--- src/verilog/aic_pkg.sv ---
// Shared constants and types for the acquisition input control block.
package aic_pkg;
   localparam int unsigned AIC_REF_HZ = 100_000_000;
   localparam int unsigned AIC_DECADES = 8;
   localparam int unsigned AIC_MEM_BITS = 1024;
   localparam logic [2:0] AIC_WR_DAC_LO = 3'h0;
   localparam logic [2:0] AIC_WR_DAC_HI = 3'h1;
   localparam logic [2:0] AIC_WR_SWITCH = 3'h2;
   localparam logic [2:0] AIC_WR_CLKSEL = 3'h3;
   localparam logic [2:0] AIC_WR_TRIG = 3'h4;
   localparam logic [2:0] AIC_WR_DLY_LO = 3'h5;
   localparam logic [2:0] AIC_WR_DLY_HI = 3'h6;
   localparam logic [2:0] AIC_WR_MEMCLK = 3'h7;
   localparam logic [2:0] AIC_RD_CMP_A = 3'h0;
   localparam logic [2:0] AIC_RD_CMP_C = 3'h1;
   localparam logic [2:0] AIC_RD_CMP_E = 3'h2;
   localparam logic [2:0] AIC_RD_CMP_F = 3'h3;
   localparam logic [2:0] AIC_RD_TRIG = 3'h4;
   localparam logic [2:0] AIC_RD_END = 3'h5;
   localparam logic [2:0] AIC_RD_STROBE = 3'h6;
   localparam logic [2:0] AIC_RD_MON = 3'h7;
   localparam int AIC_F_HOLD_A = 0;
   localparam int AIC_F_HOLD_B = 1;
   localparam int AIC_F_HOLD_C = 2;
   localparam int AIC_F_GROUND = 3;
   localparam int AIC_F_DOT = 5;
   localparam int AIC_F_MANUAL = 4;
   localparam int AIC_F_ARM = 3;
   localparam int AIC_F_STATUS = 7;
   localparam logic [11:0] AIC_DAC_ZERO = 12'h800;
   localparam logic [2:0] AIC_PRE_NONE = 3'h1;
   localparam logic [2:0] AIC_PRE_DIV2 = 3'h2;
   localparam logic [2:0] AIC_PRE_DIV5 = 3'h4;
   localparam logic [3:0] AIC_DECADE_TOP = 4'h9;
   localparam logic [2:0] AIC_DIV5_TOP = 3'h4;
   localparam logic [15:0] AIC_DELAY_DONE = 16'hFFFF;

   typedef struct packed {
      logic wrStrobe;
      logic rdStrobe;
      logic [2:0] addr;
      logic [7:0] wrData;
   } aic_bus_t;

   typedef struct packed {
      logic holdSwitchA;
      logic holdSwitchB;
      logic holdSwitchC;
      logic inputGroundSelect;
   } aic_switch_t;
endpackage

--- src/verilog/aic_input_control.sv ---
// Input board control: latches, sample clock, trigger delay and detector.
// Notes on behaviour
// Divide 100 MHz by decades to 10 Hz; decade_select picks one stage.
// prescale_select passes chosen decade undivided, halved or divided by five.
// Processor presets the delay counter with ones complement of the count.
// Write 5 loads delay low byte, write 6 loads high byte.
// Trigger source selects rising or falling edge of data or external input.
// dot_detect_enable high for analog dot detection, low for digital glitches.
// With dot_detect_enable high comparators are strobed by sample clock.
// Processor grounds inputs and searches threshold values to measure offsets.
// Processor flags an input uncalibrated beyond fifty millivolts offset.
// Processor sets each threshold to a tenth of request plus offset.
// Processor keeps hold switches low while writing the DAC code.
// Processor pulses a hold switch after settling to charge its capacitor.
// Processor repeats the load and pulse cycle for all thresholds.
// DAC code is offset binary, 0x800 is zero, 1.25 mV per step.
// Processor sets digital data thresholds 20 mV apart for hysteresis.
// Input latch sets above upper threshold, resets below lower, else holds.
// Processor initialises the input, then raises arm to start pretrigger loading.
// Eight write locations decoded from three address bits.
// Eight read locations return one status bit in bit 7, mode in 5..0.
// Trigger plus completed delay countdown halts the sample memory.
// Hold switches b and c gate the DAC onto their own capacitors.
`timescale 1ns/1ps
module aic_input_control import aic_pkg::*; #(
   parameter int unsigned MEM_DEPTH = AIC_MEM_BITS
) (
   input wire logic ref_clk,
   input wire logic resetn,
   input wire aic_bus_t bus,
   input wire logic [5:0] modeState,
   input wire logic dataUpper,
   input wire logic dataLower,
   input wire logic extTrigIn,
   input wire logic compE,
   input wire logic compF,
   input wire logic monitorIn,
   output logic [7:0] rdData,
   output logic [11:0] dacCode,
   output aic_switch_t switches,
   output logic dotDetectEnable,
   output logic compStrobe,
   output logic sampleTick,
   output logic armed,
   output logic triggered,
   output logic memHalted,
   output logic memReadBit
);
   localparam int AW = $clog2(MEM_DEPTH);

   typedef enum logic [2:0] {
      AIC_ST_IDLE = 3'b001,
      AIC_ST_ARMED = 3'b010,
      AIC_ST_HALT = 3'b100
   } aic_state_t;

   logic [5:0] dacLo_reg, dacLo_next;
   logic [5:0] dacHi_reg, dacHi_next;
   logic [3:0] sw_reg, sw_next;
   logic [5:0] clkSel_reg, clkSel_next;
   logic [4:0] trigCtl_reg, trigCtl_next;
   logic [15:0] delay_reg, delay_next;
   logic [AW-1:0] wrPtr_reg, wrPtr_next;
   logic [AW-1:0] rdPtr_reg, rdPtr_next;
   logic inLatch_reg, inLatch_next;
   logic trigFlag_reg, trigFlag_next;
   logic endFlag_reg, endFlag_next;
   logic strobeFlag_reg, strobeFlag_next;
   logic [2:0] div5_reg, div5_next;
   logic div2_reg, div2_next;
   logic tick_reg, tick_next;
   logic dataPrev_reg, extPrev_reg;
   logic [7:0] rdData_reg, rdData_next;
   aic_state_t state_reg, state_next;
   logic [AIC_DECADES-1:0] decTick;
   logic decadeTick;
   logic trigEvent;
   logic dataSrc;
   logic memBit;
   logic memBit_q;
   logic wrLoLoad, wrHiLoad, memClkStrobe;

   aic_decade_chain #(.STAGES(AIC_DECADES)) uDecade (
      .ref_clk(ref_clk),
      .resetn(resetn),
      .tick(decTick)
   );

   aic_sample_mem #(.DEPTH(MEM_DEPTH)) uMem (
      .ref_clk(ref_clk),
      .wrEn(state_reg != AIC_ST_HALT && tick_reg),
      .wrAddr(wrPtr_reg),
      .wrBit(memBit),
      .rdAddr(rdPtr_reg),
      .rdBit(memBit_q)
   );

   // Selected decade tick, then the 1, 2 or 5 prescaler.
   assign decadeTick = decTick[clkSel_reg[2:0]];

   // Analog modes see the strobed sample, digital modes see the hysteresis latch.
   assign dataSrc = clkSel_reg[AIC_F_DOT] ? dataUpper : inLatch_reg;
   assign memBit = dataSrc;

   assign wrLoLoad = bus.wrStrobe && bus.addr == AIC_WR_DLY_LO;
   assign wrHiLoad = bus.wrStrobe && bus.addr == AIC_WR_DLY_HI;
   assign memClkStrobe = bus.wrStrobe && bus.addr == AIC_WR_MEMCLK;

   always_comb begin
      unique case (trigCtl_reg[1:0])
         2'h0: trigEvent = dataUpper && !dataPrev_reg;
         2'h1: trigEvent = !dataUpper && dataPrev_reg;
         2'h2: trigEvent = extTrigIn && !extPrev_reg;
         2'h3: trigEvent = !extTrigIn && extPrev_reg;
      endcase
      if (trigCtl_reg[AIC_F_MANUAL]) begin
         trigEvent = 1'b1;
      end
   end

   // Write latches decoded from the three address bits.
   always_comb begin
      dacLo_next = dacLo_reg;
      dacHi_next = dacHi_reg;
      sw_next = sw_reg;
      clkSel_next = clkSel_reg;
      trigCtl_next = trigCtl_reg;
      if (bus.wrStrobe) begin
         unique case (bus.addr)
            AIC_WR_DAC_LO: dacLo_next = bus.wrData[5:0];
            AIC_WR_DAC_HI: dacHi_next = bus.wrData[5:0];
            AIC_WR_SWITCH: sw_next = bus.wrData[3:0];
            AIC_WR_CLKSEL: clkSel_next = bus.wrData[5:0];
            AIC_WR_TRIG: trigCtl_next = bus.wrData[4:0];
            default: ;
         endcase
      end
   end

   always_ff @(posedge ref_clk or negedge resetn) begin
      if (!resetn) begin
         dacLo_reg <= 6'h00;
         dacHi_reg <= 6'h20;
         sw_reg <= 4'h0;
         clkSel_reg <= 6'h00;
         trigCtl_reg <= 5'h00;
      end else begin
         dacLo_reg <= dacLo_next;
         dacHi_reg <= dacHi_next;
         sw_reg <= sw_next;
         clkSel_reg <= clkSel_next;
         trigCtl_reg <= trigCtl_next;
      end
   end

   // Prescaler producing the one-cycle sample tick.
   always_comb begin
      div2_next = div2_reg;
      div5_next = div5_reg;
      tick_next = 1'b0;
      if (decadeTick) begin
         div2_next = !div2_reg;
         div5_next = (div5_reg == AIC_DIV5_TOP) ? 3'h0 : div5_reg + 3'h1;
         unique case (clkSel_reg[4:3])
            2'h1: tick_next = div2_reg;
            2'h2: tick_next = div5_reg == AIC_DIV5_TOP;
            default: tick_next = 1'b1;
         endcase
      end
   end

   always_ff @(posedge ref_clk or negedge resetn) begin
      if (!resetn) begin
         div2_reg <= 1'b0;
         div5_reg <= 3'h0;
         tick_reg <= 1'b0;
         dataPrev_reg <= 1'b0;
         extPrev_reg <= 1'b0;
      end else begin
         div2_reg <= div2_next;
         div5_reg <= div5_next;
         tick_reg <= tick_next;
         dataPrev_reg <= dataUpper;
         extPrev_reg <= extTrigIn;
      end
   end

   // Hysteresis latch; upper crossing wins if both comparators disagree.
   always_comb begin
      inLatch_next = inLatch_reg;
      if (dataUpper) begin
         inLatch_next = 1'b1;
      end else if (!dataLower) begin
         inLatch_next = 1'b0;
      end
   end

   // Acquisition sequence: arm, wait for trigger, count down, halt.
   always_comb begin
      state_next = state_reg;
      delay_next = delay_reg;
      wrPtr_next = wrPtr_reg;
      rdPtr_next = rdPtr_reg;
      trigFlag_next = trigFlag_reg;
      endFlag_next = endFlag_reg;
      strobeFlag_next = strobeFlag_reg;
      if (wrLoLoad) begin
         delay_next[7:0] = bus.wrData;
      end
      if (wrHiLoad) begin
         delay_next[15:8] = bus.wrData;
      end
      if (memClkStrobe) begin
         rdPtr_next = rdPtr_reg + 1'b1;
         strobeFlag_next = !strobeFlag_reg;
      end
      unique case (state_reg)
         AIC_ST_IDLE: begin
            if (trigCtl_reg[AIC_F_ARM]) begin
               state_next = AIC_ST_ARMED;
               trigFlag_next = 1'b0;
               endFlag_next = 1'b0;
            end
         end
         AIC_ST_ARMED: begin
            if (tick_reg) begin
               wrPtr_next = wrPtr_reg + 1'b1;
            end
            if (trigEvent) begin
               trigFlag_next = 1'b1;
            end
            // Counts up from the complement so all-ones marks the end.
            if (trigFlag_reg && tick_reg) begin
               if (delay_reg == AIC_DELAY_DONE) begin
                  state_next = AIC_ST_HALT;
                  endFlag_next = 1'b1;
                  rdPtr_next = wrPtr_reg;
               end else if (!wrLoLoad && !wrHiLoad) begin
                  delay_next = delay_reg + 16'h0001;
               end
            end
            if (!trigCtl_reg[AIC_F_ARM]) begin
               state_next = AIC_ST_IDLE;
            end
         end
         AIC_ST_HALT: begin
            if (!trigCtl_reg[AIC_F_ARM]) begin
               state_next = AIC_ST_IDLE;
            end
         end
         default: state_next = AIC_ST_IDLE;
      endcase
   end

   always_ff @(posedge ref_clk or negedge resetn) begin
      if (!resetn) begin
         state_reg <= AIC_ST_IDLE;
         delay_reg <= 16'h0000;
         wrPtr_reg <= '0;
         rdPtr_reg <= '0;
         trigFlag_reg <= 1'b0;
         endFlag_reg <= 1'b0;
         strobeFlag_reg <= 1'b0;
         inLatch_reg <= 1'b0;
      end else begin
         state_reg <= state_next;
         delay_reg <= delay_next;
         wrPtr_reg <= wrPtr_next;
         rdPtr_reg <= rdPtr_next;
         trigFlag_reg <= trigFlag_next;
         endFlag_reg <= endFlag_next;
         strobeFlag_reg <= strobeFlag_next;
         inLatch_reg <= inLatch_next;
      end
   end

   // Read data is registered; status bit 7 differs by location.
   always_comb begin
      rdData_next = rdData_reg;
      if (bus.rdStrobe) begin
         rdData_next = {2'b00, modeState};
         unique case (bus.addr)
            AIC_RD_CMP_A: rdData_next[AIC_F_STATUS] = dataUpper;
            AIC_RD_CMP_C: rdData_next[AIC_F_STATUS] = dataLower;
            AIC_RD_CMP_E: rdData_next[AIC_F_STATUS] = compE;
            AIC_RD_CMP_F: rdData_next[AIC_F_STATUS] = compF;
            AIC_RD_TRIG: rdData_next[AIC_F_STATUS] = trigFlag_reg;
            AIC_RD_END: rdData_next[AIC_F_STATUS] = endFlag_reg;
            AIC_RD_STROBE: rdData_next[AIC_F_STATUS] = strobeFlag_reg;
            AIC_RD_MON: rdData_next[AIC_F_STATUS] = monitorIn;
         endcase
      end
   end

   always_ff @(posedge ref_clk or negedge resetn) begin
      if (!resetn) begin
         rdData_reg <= 8'h00;
      end else begin
         rdData_reg <= rdData_next;
      end
   end

   // Output flops.
   always_ff @(posedge ref_clk or negedge resetn) begin
      if (!resetn) begin
         rdData <= 8'h00;
         dacCode <= AIC_DAC_ZERO;
         switches <= '0;
         dotDetectEnable <= 1'b0;
         compStrobe <= 1'b1;
         sampleTick <= 1'b0;
         armed <= 1'b0;
         triggered <= 1'b0;
         memHalted <= 1'b0;
         memReadBit <= 1'b0;
      end else begin
         rdData <= rdData_next;
         dacCode <= {dacHi_next, dacLo_next};
         switches <= '{holdSwitchA: sw_next[AIC_F_HOLD_A], holdSwitchB: sw_next[AIC_F_HOLD_B],
                       holdSwitchC: sw_next[AIC_F_HOLD_C], inputGroundSelect: sw_next[AIC_F_GROUND]};
         dotDetectEnable <= clkSel_next[AIC_F_DOT];
         compStrobe <= clkSel_next[AIC_F_DOT] ? tick_next : 1'b1;
         sampleTick <= tick_next;
         armed <= state_next == AIC_ST_ARMED;
         triggered <= trigFlag_next;
         memHalted <= state_next == AIC_ST_HALT;
         memReadBit <= memBit_q;
      end
   end
endmodule // aic_input_control

--- src/verilog/aic_decade_chain.sv ---
// Decade divider chain producing one clock-enable tick per stage.
`timescale 1ns/1ps
module aic_decade_chain import aic_pkg::*; #(
   parameter int unsigned STAGES = AIC_DECADES
) (
   input wire logic ref_clk,
   input wire logic resetn,
   output logic [STAGES-1:0] tick
);
   logic [3:0] cnt_reg [STAGES];
   logic [STAGES-1:0] carry;

   // Stage 0 ticks every oscillator cycle; each later stage ticks once per ten of the one before.
   assign tick[0] = 1'b1;
   genvar g;
   generate
      for (g = 0; g < STAGES; g++) begin : gStage
         logic [3:0] cntNext;
         assign carry[g] = tick[g] && (cnt_reg[g] == AIC_DECADE_TOP);
         if (g > 0) begin : gTick
            assign tick[g] = carry[g-1];
         end
         always_comb begin
            cntNext = cnt_reg[g];
            if (tick[g]) begin
               cntNext = carry[g] ? 4'h0 : cnt_reg[g] + 4'h1;
            end
         end
         always_ff @(posedge ref_clk or negedge resetn) begin
            if (!resetn) begin
               cnt_reg[g] <= 4'h0;
            end else begin
               cnt_reg[g] <= cntNext;
            end
         end
      end
   endgenerate
endmodule // aic_decade_chain

--- src/verilog/aic_sample_mem.sv ---
// Circular one-bit sample memory with registered read data.
`timescale 1ns/1ps
module aic_sample_mem import aic_pkg::*; #(
   parameter int unsigned DEPTH = AIC_MEM_BITS
) (
   input wire logic ref_clk,
   input wire logic wrEn,
   input wire logic [$clog2(DEPTH)-1:0] wrAddr,
   input wire logic wrBit,
   input wire logic [$clog2(DEPTH)-1:0] rdAddr,
   output logic rdBit
);
   logic memArray [DEPTH];

   always_ff @(posedge ref_clk) begin
      if (wrEn) begin
         memArray[wrAddr] <= wrBit;
      end
      rdBit <= memArray[rdAddr];
   end
endmodule // aic_sample_mem

--- config.mk ---
export PLATFORM = sky130hd
export DESIGN_NAME = aic_input_control
export DESIGN_NICKNAME = d
export VERILOG_FILES = /design/src/verilog/aic_pkg.sv /design/src/verilog/aic_input_control.sv /design/src/verilog/aic_decade_chain.sv /design/src/verilog/aic_sample_mem.sv
export SDC_FILE = /design/constraint.sdc
export NUM_CORES = 2
export LEC_CHECK = 0
export BUFFER_PORTS_ARGS = -buffer_cell sky130_fd_sc_hd__buf_2
export CORE_ASPECT_RATIO = 1.75
export CORE_UTILIZATION = 55
export CTS_CLUSTER_SIZE = 8
export DETAILED_ROUTE_END_ITERATION = 16
export PLACE_DENSITY = 0.74
export SLEW_MARGIN = 20
export SYNTH_ARGS = -nofsm -noshare
export SYNTH_HDL_FRONTEND = slang
export SYNTH_SLANG_ARGS = --single-unit
export TNS_END_PERCENT = 5
--- constraint.sdc ---
create_clock -name ref_clk -period 9.5 [get_ports ref_clk]
set_input_delay 0.475 -clock ref_clk [delete_from_list [all_inputs] [get_ports ref_clk]]
set_output_delay 0.475 -clock ref_clk [all_outputs]
set_load 0.005 [all_outputs]
---- Word-level counts from Yosys, hierarchy flattened ----
Memory sizes are Yosys's and may differ from the RTL's. A register that Yosys moved wholly into a read port is not among the register bits.
Cells that the tools add are included.
cells by class
  add/subtract/negate cells ............... 11
  reductions and logical operators ........ 32
  equality and inequality tests ........... 32
  multiplexer cells ....................... 51
  $lt $le $gt $ge ......................... 1
operators by type and width
  kind                   number
  $mux 16                4
  $mux 10                4
  $mux 4                 9
  $mux 6                 6
  $add 4x1->4 const B    7
  $eq 4x4->1 const B     7
  $eq 3x3->1 const B     7
  $add 10x1->10 const B  2
  $mux 3                 6
  $add 16x1->16 const B  1
  $eq 16x16->1 const B   1
  $logic_and 1x1->1      16
  $mux 8                 2
  $mux 1                 13
  $eq 3x2->1 const B     4
  $ne 2x2->1 const B     5
  $pmux 3 s3             1
  $logic_not 1->1        8
  $pmux 1 s8             1
  $eq 2x2->1 const B     3
  $eq 3x1->1 const B     2
  $pmux 1 s2             3
  $reduce_and 2->1       3
  $eq 2x1->1 const B     2
  other kinds (10)       10
word-level totals
  RAM bits ................................ 1,024
  flip-flop bits (word level) ............. 132
  output and inout port bits .............. 31
  memories ................................ 1
  word-level logic and storage cells ...... 164
  input bits .............................. 27
memory list
  name           words  bits a word  rd ports  clocked after memory_dff  wr ports  RTL line              RTL
  uMem.memArray  1,024  1            1         1                         1         aic_sample_mem.sv:13  logic memArray [DEPTH];

---- Logic depth before layout (Yosys ltp) ----
  depth in word-level cells ............... 11
  gate-level depth with buffers ........... 15
  mapped depth without buffers ............ 10

---- Modules after synthesis ----
Synthesis repeated with hierarchy kept, for this count alone.
unflattened totals
  cell total of the unflattened synthesis .. 3,636
  area total of the unflattened synthesis .. 50,432.1 µm²
by module, submodules not included
  module             area each (µm²)  times used  cells an instance  seq. area each (µm²)
  aic_sample_mem     44,656.6         1           3,112              30,769.5
  aic_input_control  4,122.7          1           366                2,180.8
  aic_decade_chain   1,652.8          1           158                700.7

---- Least setup slack after synthesis ----
No wires, ideal clock.
  path type ............................... input -> register
  start point ............................. in dataUpper
  end point ............................... mem uMem.memArray[0], data pin
  library setup time ...................... 1.622 ns
  path buffers ............................ 0
  cell stages on the path ................. 1
  path slack .............................. 0.429 ns
  arrival ................................. 7.449 ns
  required time ........................... 7.878 ns
  path through ............................ mux2_2
between the ends
  word-level cells in the longest chain between the ends .. 1
RTL lines
  item         RTL line                  RTL
  from (decl)  aic_input_control.sv:32   input wire logic dataUpper,
  $mux 1       aic_input_control.sv:102  assign dataSrc = clkSel_reg[AIC_F_DOT] ? dataUpper : inLatch_reg;
  to (decl)    aic_sample_mem.sv:13
Every way passes these cells.

==> flow_summary_export.csv <==
group,metric,value,unit
synthesis,synthDistinctLibCells,70,
synthesis,yosysSeqAreaShare,0.671,
global_routing,first_global_vias,31800,
clock_network,numCtsBuffers,160,
detailed_routing,drt_antenna_net_count,0,
power,clkPwrFrac,0.347,
worst_setup_path,cp_num_buf_inv,1,
clock_network,clockRootBuffer,"sky130_fd_sc_hd__clkbuf_16",
layout,antenna_cells_inserted,0,
layout,area_delta_synth_final,10.9,%
clock_network,insertion_delay,0.74,ns
detailed_routing,drt_pass1_iterations,8,
timing,fin_setup_tns,0,ns
power,seqPwrFrac,0.402,
placement,buffer_ports.inserted,56,
global_routing,grt_max_degree,297,
hold_path,hold_sp,"bus[6]",
clock_network,cts_tree,"yes",
detailed_routing,detail_route_met2_wl,69.9,mm
global_routing,overflow,0,
detailed_routing,drt_wl_total,136,mm
hold_path,whs_path_depth,3,
run_status,outcome,"finished clean",
detailed_routing,routed.top_layer,"met5",
floorplan,die_area,92500,um2
floorplan,floorplan.initialDensity,0.555,
worst_setup_path,worstSetupPathType,"flip-flop to flip-flop",
power,leakage,0.0178,uW
power,power_density,267,nW/um2
layout,fillCellCount,6444,
worst_setup_path,critical-path-max-stage-delay,1.00,ns
worst_setup_path,rr_worst_depth,8,
detailed_routing,initialDrtViolationCount,4103,
clock_network,clk_transition_reported_paths,0.05,ns
worst_setup_path,critPathTopFamily,"compound AO/OA/AOI/OAI gates",
clock_network,cts-htree-levels,4,
run,max-cap-violations,0,
detailed_routing,drt-vias-per-instance,6.49,
synthesis,synthesis.nets,3716,
floorplan,floorplan.io_pins,58,
detailed_routing,vias,31700,
layout,flip_flop_count_of_the_largest_register_all_copies_and_words_added,1024,
synthesis,ys_seq_elements,1140,
hold_path,worst_hold_path_type,"primary input to flip-flop",
layout,final_nets,3686,
floorplan,die_boundary_width,230,um
worst_setup_path,rr_startpoint,"rdPtr_reg[0]",
timing,fin_worst_skew,0.0273,ns
synthesis,async_flop_share,0.101,
power,peakVddDrop,0.222,mV
worst_setup_path,crit_top_cell,"sky130_fd_sc_hd__a211oi_1",
power,internal_power_summed_over_all_cells,10400,uW
worst_setup_path,timing.critical_path.slowest_stage_cell,"sky130_fd_sc_hd__dfrtp_4",
global_routing,global_route.usage.total,0.295,
hold_path,worst_case_hold_path_end_point,"delay_reg[14]",
worst_setup_path,worst_ep_arrival_time,5.24,ns
worst_setup_path,setup.reg_to_reg.worst_slack,4.90,ns
worst_setup_path,timing.critical_path.cells,"buf_12 > mux4_2 > a211oi_1 > a2111oi_0 > a21oi_1 > a211oi_1 > and3b_1 > o32ai_1",
placement,dpl.hpwl,75.2,mm
floorplan,chipHeight,402,um
detailed_routing,detail_route.drc_violations,0,
placement,gpl.final_weighted_congestion,0.905,
layout,drive_gt1_frac,0.163,
worst_setup_path,timing.critical_path.to_type,"flip-flop",
floorplan,design.core.area,90400,um2
timing,period_needed,4.60,ns
timing,setup_viol_count_final,0,
detailed_routing,avgRoutedWirePerCell,27.9,um
clock_network,cts.repair_timing.setup_buffer_count,0,
power,total_switching_power,4480,uW
global_routing,antenna_violations_before_repair,1,
global_routing,grt_pass1_wl,198,mm
floorplan,std_cell_rows,146,
worst_setup_path,critPathRequiredTime,10.14,ns
timing,final_min_period_over_clock_period,0.484,
synthesis,synth_top_flop_cell,"sky130_fd_sc_hd__edfxtp_1",
worst_setup_path,worstReg2RegEnd,"uMem.rdBit",
worst_setup_path,critPathMaxFanout,100,
timing,timing.max_slew.rel_slack,0.212,
timing,fmax,0.218,GHz
timing,hold_violations,0,
detailed_routing,met1Wirelength,43.7,mm
synthesis,synth_enable_flop_cells,1024,
power,pwr-share-comb,0.251,
clock_network,clock_sinks,1140,
timing,max_slew.worst_pin.slew,1.18,ns
synthesis,mappedNetlistArea,50200,um2
timing,slew_violations,0,
power,switching_share_of_power,0.301,
synthesis,ys.warnings.count,0,
timing,unrepaired_setup_endpoints_after_global_routing,"no",
synthesis,synth.avg_cell_area,13.7,um2
worst_setup_path,setup.worst_path.start_class,"flip-flop",
detailed_routing,dr_wl_met3,13.0,mm
layout,layout.core_utilization,0.616,
clock_network,buffers_from_clock_root_to_sink_at_most,3,
synthesis,syn-instance-count,3667,
[area by class of cell]
cell class | count | area (um2) | share of cell area
multi-input cells | 2169 | 15000 | 0.270
clock inverters | 6 | 81.3 | 0.00146
repair buffers | 132 | 928 | 0.0167
clock buffers | 223 | 4370 | 0.0785
inverters | 34 | 129 | 0.00231
well taps | 1184 | 1480 | 0.0266
flip-flops and latches | 1140 | 33700 | 0.605
[through the flow]
stage                     hold slack (ns)  std cells  total power (uW)  area, um2  setup slack [ns]
after global placement              0.429       4649              9680      51100              4.58
after CTS                          0.0194       4888             14800      55600              5.03
after detailed placement            0.423       4649              9720      51100              5.04
final                              0.0539       4888             14900      55700              4.90
after global routing               0.0606       4888             15200      55700              4.74
after floorplan                     0.179       3667              8780      50200             0.429
[cells by family (layout without fill, tap and decap cells)]
| logic type | count (synthesis) | count (layout) | synth area share |
|---|---|---|---|
| multiplexers | 391 | 391 | 0.130 |
| AND/OR/NAND/NOR | 1419 | 1419 | 0.114 |
| AO/OA/AOI/OAI | 312 | 312 | 0.0424 |
| adder cells (fa/ha/maj) | 22 | 22 | 0.00548 |
| flip-flops | 1140 | 1140 | 0.671 |
| other | 1 | 1 | 0.0000747 |
| XOR/XNOR | 24 | 24 | 0.00419 |
| buffers and inverters | 358 | 395 | 0.0337 |
[worst register-to-register path, cell delays in order, from the launching register on]
cell                        delay, ns
sky130_fd_sc_hd__dfrtp_4         1.00
sky130_fd_sc_hd__buf_12          0.62
sky130_fd_sc_hd__mux4_2          0.63
sky130_fd_sc_hd__a211oi_1        0.10
sky130_fd_sc_hd__a2111oi_0       0.57
sky130_fd_sc_hd__a21oi_1         0.21
sky130_fd_sc_hd__a211oi_1        0.77
sky130_fd_sc_hd__and3b_1         0.32
sky130_fd_sc_hd__o32ai_1         0.29
[worst max path at each step]
stage	startpoint	to	slack, ns	depth (start not counted)
2_1_floorplan	dataUpper	uMem.memArray[0]	0.43	1
3_3_place_gp	rdPtr_reg[0]	uMem.rdBit	4.58	9
3_5_place_dp	rdPtr_reg[0]	uMem.rdBit	5.04	8
4_1_cts	rdPtr_reg[0]	uMem.rdBit	5.03	8
5_1_grt	rdPtr_reg[0]	uMem.rdBit	4.74	8
6_report	rdPtr_reg[0]	uMem.rdBit	4.90	8
[synth_stat cells (9+ instances only)]
| master | count | area share |
|---|---|---|
| sky130_fd_sc_hd__a211oi_1 | 23 | 0.0034 |
| sky130_fd_sc_hd__a21oi_1 | 77 | 0.0077 |
| sky130_fd_sc_hd__a22oi_1 | 11 | 0.0016 |
| sky130_fd_sc_hd__a311oi_1 | 12 | 0.0021 |
| sky130_fd_sc_hd__a31oi_1 | 9 | 0.0011 |
| sky130_fd_sc_hd__and2_1 | 12 | 0.0015 |
| sky130_fd_sc_hd__and3_1 | 13 | 0.0016 |
| sky130_fd_sc_hd__buf_1 | 18 | 0.0013 |
| sky130_fd_sc_hd__buf_2 | 23 | 0.0023 |
| sky130_fd_sc_hd__buf_6 | 26 | 0.0058 |
| sky130_fd_sc_hd__clkbuf_1 | 242 | 0.018 |
| sky130_fd_sc_hd__dfrtp_1 | 112 | 0.056 |
| sky130_fd_sc_hd__edfxtp_1 | 1024 | 0.61 |
| sky130_fd_sc_hd__ha_1 | 22 | 0.0055 |
| sky130_fd_sc_hd__inv_1 | 33 | 0.0025 |
| sky130_fd_sc_hd__mux2_2 | 45 | 0.010 |
| sky130_fd_sc_hd__mux2i_1 | 146 | 0.029 |
| sky130_fd_sc_hd__mux4_1 | 11 | 0.0058 |
| sky130_fd_sc_hd__mux4_2 | 189 | 0.085 |
| sky130_fd_sc_hd__nand2_1 | 153 | 0.011 |
| sky130_fd_sc_hd__nand3_1 | 27 | 0.0027 |
| sky130_fd_sc_hd__nand4_1 | 10 | 0.0012 |
| sky130_fd_sc_hd__nor2_1 | 1094 | 0.082 |
| sky130_fd_sc_hd__nor2b_1 | 9 | 0.0011 |
| sky130_fd_sc_hd__nor3_1 | 51 | 0.0051 |
| sky130_fd_sc_hd__nor3b_1 | 9 | 0.0013 |
| sky130_fd_sc_hd__o21ai_0 | 45 | 0.0045 |
| sky130_fd_sc_hd__o221ai_1 | 59 | 0.010 |
| sky130_fd_sc_hd__o22ai_1 | 27 | 0.0034 |
| sky130_fd_sc_hd__xnor2_1 | 18 | 0.0031 |
[power groups by stage]
stage,registers (uW),logic [uW],clock network (uW)
after floorplan,6000,2780,0
after global placement,6060,3620,0
after detailed placement,6060,3650,0
after CTS,5970,3690,5180
after global routing,5980,3880,5370
final,5980,3730,5160
[repair_timing]
action / CTS / global route
endpoints found under the setup margin: 0 / 0
gates resized for setup: 0 / 0
hold buffers: 10 / 0
endpoints found under the hold margin: 65 / 0
[cells in the final DEF (no fill, tap or decap), types with 55 or more instances in the layout]
master and n:
sky130_fd_sc_hd__buf_4 63, sky130_fd_sc_hd__a21oi_1 77, sky130_fd_sc_hd__clkbuf_1 57, sky130_fd_sc_hd__nor2_1 1094, sky130_fd_sc_hd__buf_2 55, sky130_fd_sc_hd__edfxtp_1 1024
sky130_fd_sc_hd__clkbuf_16 166, sky130_fd_sc_hd__nand2_1 99, sky130_fd_sc_hd__dfrtp_1 107, sky130_fd_sc_hd__o221ai_1 59, sky130_fd_sc_hd__mux4_2 189, sky130_fd_sc_hd__mux2i_1 146
[routing by layer]
metal  GRT usage  up-vias
li1            -    13300
met1       0.329    16100
met2       0.510     1872
met3      0.0569      491
met4       0.198        2
met5           0        -
(Power assumes the default switching activity.)
